==> src/fpui_params.svh <==
// constants for the front panel control block
`ifndef FPUI_PARAMS_SVH
`define FPUI_PARAMS_SVH
`define FPUI_CLK_HZ 250000000
`define FPUI_BLINK_MS 500
`define FPUI_CFG_PERIOD_MS 2000
`define FPUI_CFG_FLASH_MS 200
`define FPUI_LONG_MS 1000
`define FPUI_IDLE_MS 10000
`define FPUI_TEST_MS 2000
`define FPUI_DEB_US 10000
`define FPUI_MS_CYC(ms) ((ms) * (`FPUI_CLK_HZ / 1000))
`define FPUI_NUM_CH 32
`define FPUI_KEY_LEFT 0
`define FPUI_KEY_RIGHT 1
`define FPUI_KEY_UP 2
`define FPUI_KEY_DOWN 3
`define FPUI_KEY_CANCEL 4
`define FPUI_KEY_OK 5
`endif

==> src/fpui_pkg.sv <==
// types for the front panel control block
package fpui_pkg;
   typedef enum logic [4:0] {
      FPUI_TEST = 5'b00001,
      FPUI_WELCOME = 5'b00010,
      FPUI_MAIN = 5'b00100,
      FPUI_MENU = 5'b01000,
      FPUI_BUSY = 5'b10000
   } fpui_view_t;
   typedef enum logic [1:0] {
      FPUI_SRC_NONE = 2'h0,
      FPUI_SRC_DET = 2'h1,
      FPUI_SRC_DEV = 2'h2
   } fpui_menu_t;
endpackage

==> src/fpui_top.sv <==
// front panel lamps, keypad decode and view navigation
`timescale 1ns/1ps
`include "fpui_params.svh"
module fpui_top
   import fpui_pkg::*;
#(
   parameter int BLINK_CYC = `FPUI_MS_CYC(`FPUI_BLINK_MS),
   parameter int CFG_PERIOD_CYC = `FPUI_MS_CYC(`FPUI_CFG_PERIOD_MS),
   parameter int CFG_FLASH_CYC = `FPUI_MS_CYC(`FPUI_CFG_FLASH_MS),
   parameter int LONG_CYC = `FPUI_MS_CYC(`FPUI_LONG_MS),
   // ten seconds of cycles overflows a signed 32-bit count, so this one is 64-bit
   parameter longint IDLE_CYC = `FPUI_MS_CYC(longint'(`FPUI_IDLE_MS)),
   parameter int TEST_CYC = `FPUI_MS_CYC(`FPUI_TEST_MS),
   parameter int DEB_CYC = `FPUI_DEB_US * (`FPUI_CLK_HZ / 1000000),
   parameter int NUM_CH = `FPUI_NUM_CH
) (
   // clock and reset
   input wire logic sys_clk_i,
   input wire logic resetn_i,
   // unit status
   input wire logic cfg_incomplete_i,
   input wire logic cfg_running_i,
   input wire logic fail_critical_i,
   input wire logic fail_minor_i,
   // views that must not time out
   input wire logic dialogue_i,
   input wire logic entry_pending_i,
   // binary inputs and detector state
   input wire logic [3:0] binary_in_line_i,
   input wire logic [5:0] det_state_i,
   // keys, active high, from pins
   input wire logic [5:0] key_i,
   // lamps
   output logic oper_lamp_o,
   output logic fault_lamp_o,
   output logic [3:0] input_lamp_o,
   output logic [5:0] det_lamp_o,
   output logic buzzer_o,
   output logic lcd_black_o,
   output logic welcome_o,
   output logic item_flash_o,
   // navigation
   output logic [4:0] channel_o,
   output logic main_view_o,
   output logic [1:0] menu_o,
   output logic nav_up_o,
   output logic nav_down_o,
   output logic nav_cancel_o,
   output logic nav_ok_o,
   // main view actions, one-cycle pulses
   output logic mute_signaller_o,
   output logic mute_buzzer_o,
   output logic holdon_clear_o
);

   function automatic logic [31:0] inc_wrap(input logic [31:0] v, input int lim);
      inc_wrap = (v >= 32'(lim - 1)) ? 32'h0 : v + 32'h1;
   endfunction

   // input synchronisers
   logic [5:0] key_s1, key_s2;
   logic [3:0] bin_s1, bin_s2;
   always_ff @(posedge sys_clk_i or negedge resetn_i) begin
      if (!resetn_i) begin
         key_s1 <= 6'h0;
         key_s2 <= 6'h0;
         bin_s1 <= 4'h0;
         bin_s2 <= 4'h0;
      end else begin
         key_s1 <= key_i;
         key_s2 <= key_s1;
         bin_s1 <= binary_in_line_i;
         bin_s2 <= bin_s1;
      end
   end

   // debounce: a key must stay put for DEB_CYC before it counts
   logic [5:0] key_db, key_db_q;
   logic [31:0] deb_cnt [6];
   always_ff @(posedge sys_clk_i or negedge resetn_i) begin
      if (!resetn_i) begin
         key_db <= 6'h0;
         for (int i = 0; i < 6; i++) deb_cnt[i] <= 32'h0;
      end else begin
         for (int i = 0; i < 6; i++) begin
            if (key_s2[i] == key_db[i]) begin
               deb_cnt[i] <= 32'h0;
            end else if (deb_cnt[i] >= 32'(DEB_CYC - 1)) begin
               key_db[i] <= key_s2[i];
               deb_cnt[i] <= 32'h0;
            end else begin
               deb_cnt[i] <= deb_cnt[i] + 32'h1;
            end
         end
      end
   end

   always_ff @(posedge sys_clk_i or negedge resetn_i) begin
      if (!resetn_i) key_db_q <= 6'h0;
      else key_db_q <= key_db;
   end

   logic [5:0] press;
   logic combo;
   assign press = key_db & ~key_db_q;
   // up and down together form the test combination
   assign combo = key_db[`FPUI_KEY_UP] & key_db[`FPUI_KEY_DOWN] &
      (press[`FPUI_KEY_UP] | press[`FPUI_KEY_DOWN]);

   // confirm hold timer from the debounced press edge
   logic [31:0] ok_cnt;
   logic ok_long_done;
   logic ok_short, ok_long;
   always_ff @(posedge sys_clk_i or negedge resetn_i) begin
      if (!resetn_i) begin
         ok_cnt <= 32'h0;
         ok_long_done <= 1'b0;
      end else if (press[`FPUI_KEY_OK]) begin
         ok_cnt <= 32'h0;
         ok_long_done <= 1'b0;
      end else if (key_db[`FPUI_KEY_OK] && !ok_long_done) begin
         ok_cnt <= ok_cnt + 32'h1;
         if (ok_cnt >= 32'(LONG_CYC)) ok_long_done <= 1'b1;
      end
   end
   // long fires while still held, so the menu opens without waiting for release
   assign ok_long = key_db[`FPUI_KEY_OK] && !ok_long_done && ok_cnt >= 32'(LONG_CYC);
   assign ok_short = !key_db[`FPUI_KEY_OK] && key_db_q[`FPUI_KEY_OK] && !ok_long_done;

   // view machine
   fpui_view_t view;
   fpui_menu_t menu;
   logic [31:0] view_cnt;
   logic any_key;
   logic hold_view;
   assign any_key = |(key_db ^ key_db_q);
   assign hold_view = dialogue_i | entry_pending_i;
   always_ff @(posedge sys_clk_i or negedge resetn_i) begin
      if (!resetn_i) begin
         view <= FPUI_TEST;
         menu <= FPUI_SRC_NONE;
         view_cnt <= 32'h0;
      end else begin
         view_cnt <= view_cnt + 32'h1;
         unique case (view)
            FPUI_TEST: begin
               if (view_cnt >= 32'(TEST_CYC - 1)) begin
                  view <= FPUI_WELCOME;
                  view_cnt <= 32'h0;
               end
            end
            FPUI_WELCOME: begin
               if (view_cnt >= 32'(TEST_CYC - 1)) begin
                  view <= FPUI_MAIN;
                  view_cnt <= 32'h0;
               end
            end
            FPUI_MAIN: begin
               view_cnt <= 32'h0;
               if (combo) begin
                  view <= FPUI_TEST;
               end else if (ok_long) begin
                  view <= FPUI_MENU;
                  menu <= FPUI_SRC_DEV;
               end else if (ok_short) begin
                  view <= FPUI_MENU;
                  menu <= FPUI_SRC_DET;
               end
            end
            FPUI_MENU, FPUI_BUSY: begin
               if (hold_view) view <= FPUI_BUSY;
               else view <= FPUI_MENU;
               if (any_key || hold_view) begin
                  view_cnt <= 32'h0;
               end else if (view_cnt >= 32'(IDLE_CYC - 1)) begin
                  view <= FPUI_MAIN;
                  menu <= FPUI_SRC_NONE;
                  view_cnt <= 32'h0;
               end
               if (press[`FPUI_KEY_CANCEL] && !hold_view) begin
                  view <= FPUI_MAIN;
                  menu <= FPUI_SRC_NONE;
               end
            end
         endcase
      end
   end

   // channel select
   logic [4:0] channel;
   always_ff @(posedge sys_clk_i or negedge resetn_i) begin
      if (!resetn_i) begin
         channel <= 5'h0;
      end else if (press[`FPUI_KEY_RIGHT]) begin
         channel <= 5'(inc_wrap(32'(channel), NUM_CH));
      end else if (press[`FPUI_KEY_LEFT]) begin
         channel <= (channel == 5'h0) ? 5'(NUM_CH - 1) : channel - 5'h1;
      end
   end

   // common blink timer and configuration pulse timer
   logic [31:0] blink_cnt, cfg_cnt;
   logic blink;
   always_ff @(posedge sys_clk_i or negedge resetn_i) begin
      if (!resetn_i) begin
         blink_cnt <= 32'h0;
         blink <= 1'b0;
      end else begin
         blink_cnt <= inc_wrap(blink_cnt, BLINK_CYC);
         if (blink_cnt >= 32'(BLINK_CYC - 1)) blink <= ~blink;
      end
   end
   always_ff @(posedge sys_clk_i or negedge resetn_i) begin
      if (!resetn_i) cfg_cnt <= 32'h0;
      else cfg_cnt <= inc_wrap(cfg_cnt, CFG_PERIOD_CYC);
   end

   // lamps; the test view overrides everything
   logic in_test;
   assign in_test = (view == FPUI_TEST);
   always_ff @(posedge sys_clk_i or negedge resetn_i) begin
      if (!resetn_i) begin
         oper_lamp_o <= 1'b0;
         fault_lamp_o <= 1'b0;
         input_lamp_o <= 4'h0;
         det_lamp_o <= 6'h0;
         buzzer_o <= 1'b0;
         lcd_black_o <= 1'b0;
         welcome_o <= 1'b0;
         item_flash_o <= 1'b0;
      end else begin
         if (in_test) oper_lamp_o <= 1'b1;
         else if (cfg_running_i) oper_lamp_o <= (cfg_cnt < 32'(CFG_FLASH_CYC));
         else if (cfg_incomplete_i) oper_lamp_o <= blink;
         else oper_lamp_o <= 1'b1;
         if (in_test) fault_lamp_o <= 1'b1;
         else if (fail_critical_i) fault_lamp_o <= 1'b1;
         else fault_lamp_o <= fail_minor_i & blink;
         input_lamp_o <= in_test ? 4'hf : bin_s2;
         det_lamp_o <= in_test ? 6'h3f : det_state_i;
         buzzer_o <= in_test;
         lcd_black_o <= in_test;
         welcome_o <= (view == FPUI_WELCOME);
         item_flash_o <= (view == FPUI_BUSY) & entry_pending_i & blink;
      end
   end

   // navigation and main view actions
   logic in_main, in_menu;
   assign in_main = (view == FPUI_MAIN);
   assign in_menu = (view == FPUI_MENU) | (view == FPUI_BUSY);
   always_ff @(posedge sys_clk_i or negedge resetn_i) begin
      if (!resetn_i) begin
         channel_o <= 5'h0;
         main_view_o <= 1'b0;
         menu_o <= 2'h0;
         nav_up_o <= 1'b0;
         nav_down_o <= 1'b0;
         nav_cancel_o <= 1'b0;
         nav_ok_o <= 1'b0;
         mute_signaller_o <= 1'b0;
         mute_buzzer_o <= 1'b0;
         holdon_clear_o <= 1'b0;
      end else begin
         channel_o <= channel;
         main_view_o <= in_main;
         menu_o <= menu;
         nav_up_o <= in_menu & press[`FPUI_KEY_UP];
         nav_down_o <= in_menu & press[`FPUI_KEY_DOWN];
         nav_cancel_o <= in_menu & press[`FPUI_KEY_CANCEL];
         nav_ok_o <= in_menu & press[`FPUI_KEY_OK];
         // combo presses are not treated as single-key actions
         mute_signaller_o <= in_main & press[`FPUI_KEY_UP] & !combo;
         holdon_clear_o <= in_main & press[`FPUI_KEY_DOWN] & !combo;
         mute_buzzer_o <= in_main & press[`FPUI_KEY_CANCEL];
      end
   end

   // checks
   test_exit_a: assert property (@(posedge sys_clk_i) disable iff (!resetn_i)
      view == FPUI_TEST && view_cnt == 32'(TEST_CYC - 1) |=> view == FPUI_WELCOME)
      else $error("test view did not end on time");
   welcome_exit_a: assert property (@(posedge sys_clk_i) disable iff (!resetn_i)
      view == FPUI_WELCOME && view_cnt == 32'(TEST_CYC - 1) |=> view == FPUI_MAIN)
      else $error("welcome did not lead to main view");
   alt_main_only_a: assert property (@(posedge sys_clk_i) disable iff (!resetn_i)
      (mute_signaller_o | mute_buzzer_o | holdon_clear_o) |-> $past(in_main))
      else $error("alternative action outside main view");
   combo_test_a: assert property (@(posedge sys_clk_i) disable iff (!resetn_i)
      in_main && combo |=> view == FPUI_TEST)
      else $error("combination did not start test");
   short_ok_a: assert property (@(posedge sys_clk_i) disable iff (!resetn_i)
      in_main && ok_short && !combo |=> view == FPUI_MENU && menu == FPUI_SRC_DET)
      else $error("short confirm did not open detector menu");
   long_ok_a: assert property (@(posedge sys_clk_i) disable iff (!resetn_i)
      in_main && ok_long && !combo |=> menu == FPUI_SRC_DEV)
      else $error("long confirm did not open device menu");
   idle_exit_a: assert property (@(posedge sys_clk_i) disable iff (!resetn_i)
      view == FPUI_MENU && !any_key && !hold_view && !press[`FPUI_KEY_CANCEL] &&
      view_cnt == 32'(IDLE_CYC - 1) |=> in_main)
      else $error("idle timeout did not return to main view");
   oper_steady_a: assert property (@(posedge sys_clk_i) disable iff (!resetn_i)
      !in_test && !cfg_running_i && !cfg_incomplete_i |=> oper_lamp_o)
      else $error("operation lamp not steady");
   fault_crit_a: assert property (@(posedge sys_clk_i) disable iff (!resetn_i)
      fail_critical_i |=> fault_lamp_o)
      else $error("fault lamp not lit on critical failure");
   input_lamp_a: assert property (@(posedge sys_clk_i) disable iff (!resetn_i)
      !in_test |=> input_lamp_o == $past(bin_s2))
      else $error("input lamp mismatch");
   right_inc_a: assert property (@(posedge sys_clk_i) disable iff (!resetn_i)
      press[`FPUI_KEY_RIGHT] && channel != 5'(NUM_CH - 1) |=> channel == $past(channel) + 5'h1)
      else $error("right key did not increment");
   cancel_exit_a: assert property (@(posedge sys_clk_i) disable iff (!resetn_i)
      in_menu && press[`FPUI_KEY_CANCEL] && !hold_view |=> in_main)
      else $error("cancel did not leave menu");
   cancel_block_a: assert property (@(posedge sys_clk_i) disable iff (!resetn_i)
      in_menu && hold_view |=> !in_main)
      else $error("menu left while operator dialogue pending");

endmodule // fpui_top
==> config.mk <==
export PLATFORM = sky130hd
export DESIGN_NAME = fpui_top
export DESIGN_NICKNAME = d
export VERILOG_FILES = /design/src/fpui_pkg.sv /design/src/fpui_top.sv
export VERILOG_INCLUDE_DIRS = /design/src /design/src/src
export SDC_FILE = /design/constraint.sdc
export NUM_CORES = 1
export LEC_CHECK = 0
export BUFFER_PORTS_ARGS = -buffer_cell sky130_fd_sc_hd__buf_2
export CORE_AREA = 2 2 200 202
export CTS_CLUSTER_SIZE = 14
export DETAILED_ROUTE_END_ITERATION = 12
export DIE_AREA = 0 0 202 204
export PLACE_DENSITY = 0.68
export SYNTH_ARGS = -nofsm -noshare
export SYNTH_HDL_FRONTEND = slang
export SYNTH_SLANG_ARGS = --single-unit
==> constraint.sdc <==
create_clock -name sys_clk_i -period 2.21 [get_ports sys_clk_i]
set_input_delay 0.442 -clock sys_clk_i [delete_from_list [all_inputs] [get_ports sys_clk_i]]
set_output_delay 0.442 -clock sys_clk_i [all_outputs]
set_load 0.005 [all_outputs]
==> reports/metrics.cfg <==
[place]
io_buffer_count = 54
placed_cell_area_sq_um = 19000
hpwl_um = 21900
gp_congestion = 0.814

[logic_synthesis]
synth_cells = 1657
synth.most_common_cell = dfrtp_1
syn_avg_cell_area_sq_um = 10.4
yosys.area_share.simple_pct = 22.3
synth_async_sr_flop_share_pct = 100
synth_xor_area_share_pct = 11.9
synth_top_family_by_area = simple AND/OR/NAND/NOR gates
yosys.area_share.adder_pct = 1.52
yosysUniqueCellTypes = 72
synth_top_cell_area_share_pct = 57.2
synth-compound-area-share_pct = 4.49
netlist_top_cells_count = dfrtp_1 (395), nor2_1 (308), xor2_1 (133)
yosys_most_used_dff = dfrtp_1
yosys.area.top_type = dfrtp_1
ys_seq_elements = 396
synth.area.top_cells = dfrtp_1 (57%), xor2_1 (6.7%), nor2_1 (6.7%)
syn-cell-area_sq_um = 17300
muxShareOfSynthArea_pct = 0.326
seq_area_frac_synth_pct = 57.3
synth_edf_count = 0
yosysWarnings = 0

[setup_path]
end_kind = flop
path_cells = or4_4 > a2111o_1 > a22oi_2 > nand2_2 > o32a_4 > clkbuf_16 > nor2_4
worstPathArrival_ns = 2.67
crit_fanout = 6
cp_slowest_cell = or4_4
critPathLaunchType = flop
critPathMaxStageDelay_ns = 0.55
path_class = reg -> reg
required_ns = 2.69

[global_route]
gr-total-overflow = 0
antenna_found_initial = 0
grt_pass1_wl_um = 57100
grt_max_degree = 85
grt_pass1_vias = 12100
grt_util_all_layers_pct = 16.5

[routing]
num_vias = 12200
wirelength_um = 32900
drtAntennaViolNets = 0
routed_via_density = 4.98
drtIter0Drc = 648
wl_per_cell_um = 13.5
first_pass_iters = 5
drc = 0

[clocking]
clockBufferDepth = 3
cts_tree = yes
cts.clk_slew.worst_paths_ns = 0.06
cts.sinks = 396
clk_latency_ns = 0.56
cts_buffers = 43
cts.htree.levels = 2
cts-root-buf = clkbuf_16

[power]
power_density_nw_per_um2 = 794
fin_total_pwr_w = 0.0166
power_leakage_nw = 8.95
irDropWorstVdd_uv = 413

[timing]
period_share_pct = 99.0
slew_violations = 0
rsz0062_at_grt = true
hold_viol_final = 0
clock-skew-final_ns = 0.0203
post-route-min-period_ns = 2.19
final-setup-viol-count = 0
slew_headroom_pct = 65.0
timing.fmax_ghz = 0.457
tightestPinTransition_ns = 0.518

[final_layout]
fin_util_pct = 53.3
num_antenna_cells = 0
nets = 1931
drive_gt1_share_pct = 14.2
final_cell_area_sq_um = 20900
area_delta_synth_final_pct = 20.7

[hold_path]
hp-class = in -> reg

[die]
die_x_um = 202
rows = 73
core_sq_um = 39200
num_io_pins = 55
die-area_sq_um = 41200
initial_core_util_pct = 44.1
fp.dieH_um = 204

[job]
max_cap_viol_count = 0

[outcome]
status = finished clean

cell type report:
| cell class | instances | area [sq um] |
|---|---|---|
| flip-flops and latches | 396 | 9910 |
| inverters | 43 | 161 |
| repair buffers | 158 | 1210 |
| clock inverters | 20 | 238 |
| fillers | 3375 | 18300 |
| multi-input cells | 1244 | 7490 |
| well taps | 525 | 657 |
| clock buffers | 57 | 1200 |
metrics by stage:
stage	std cells	setup WS, ns	hold slack [ns]	TNS [ns]
6_report	2443	0.0227	0.0738	0
5_1_grt	2443	-0.0476	0.0601	-0.607
4_1_cts	2438	0.00488	0.0372	0
3_5_place_dp	2348	-0.136	0.335	-2.76
3_3_place_gp	2348	-0.108	0.336	-2.35
2_1_floorplan	1724	0.0797	0.146	0
layout by cell type (no fill, tap or decap), types with 20 or more instances in the layout:
cell type and n:
nand4_1 55, buf_2 53, clkbuf_16 44, nor4_1 31
buf_4 81, xnor2_1 102, xor2_1 133, and2_1 22
inv_1 43, a21oi_1 34, nor3_1 55, ha_1 20
conb_1 68, nand2_1 103, and3_1 36, dfrtp_1 395
nand3_1 110, nor2_1 289
where the power goes:
group | total, W | leakage [nW] | internal (W) | switching [W]
combinational | 0.00146 | 3.01 | 0.000667 | 0.000791
sequential | 0.00788 | 5.23 | 0.00761 | 0.000275
clock | 0.00723 | 0.711 | 0.00440 | 0.00283
critical path: cells and delay by family (launching register included):
kind                   cells  cell delay, ns
AO/OA/AOI/OAI              3            0.79
AND/OR/NAND/NOR            3            0.75
flip-flops                 1            0.38
buffers and inverters      1            0.20
timing repair:
item                       CTS  global route
setup buffers                1             2
hold buffers                11             0
gates resized for setup      4            53
setup endpoints to repair   29            76
gates cloned                 1             3
pin swaps                    4            23
hold endpoints to repair    49             0
registers in the layout, indices dropped and copies added (netlist names), 32 cells and up:
register and count:
cfg_cnt 32, ok_cnt 32, view_cnt 32, deb_cnt 192, blink_cnt 32
path summary, 6_finish.rpt:
check	end	from	depth (start not counted)	slack, ns
worst max register to register	view_cnt[24]	view_cnt[18]	7	0.02
worst min register to register	key_s2[1]	key_s1[1]	0	0.34
worst min-delay path	fault_lamp_o	fail_critical_i	3	0.07
min in group asynchronous	deb_cnt[82]	resetn_i	2	0.41
max in group asynchronous	deb_cnt[169]	resetn_i	3	1.00
worst max-delay path	view_cnt[24]	view_cnt[18]	7	0.02
routing by layer:
layer,global-route usage [%],up-vias,share of wire [%]
met4,4.54,0,1.9
met3,3.32,45,3.7
met5,0,-,0
met2,26.3,142,46
met1,22.9,5940,48
li1,-,6047,-
logic make-up after synthesis:
| kind of cell | after synthesis |
|---|---|
| compound gates | 113 |
| xor+xnor | 235 |
| fa+ha+maj | 21 |
| buf+inv | 87 |
| flops | 396 |
| mux | 5 |
| other cells | 1 |
| simple gates | 799 |
Power figures use the tool's default switching activity.
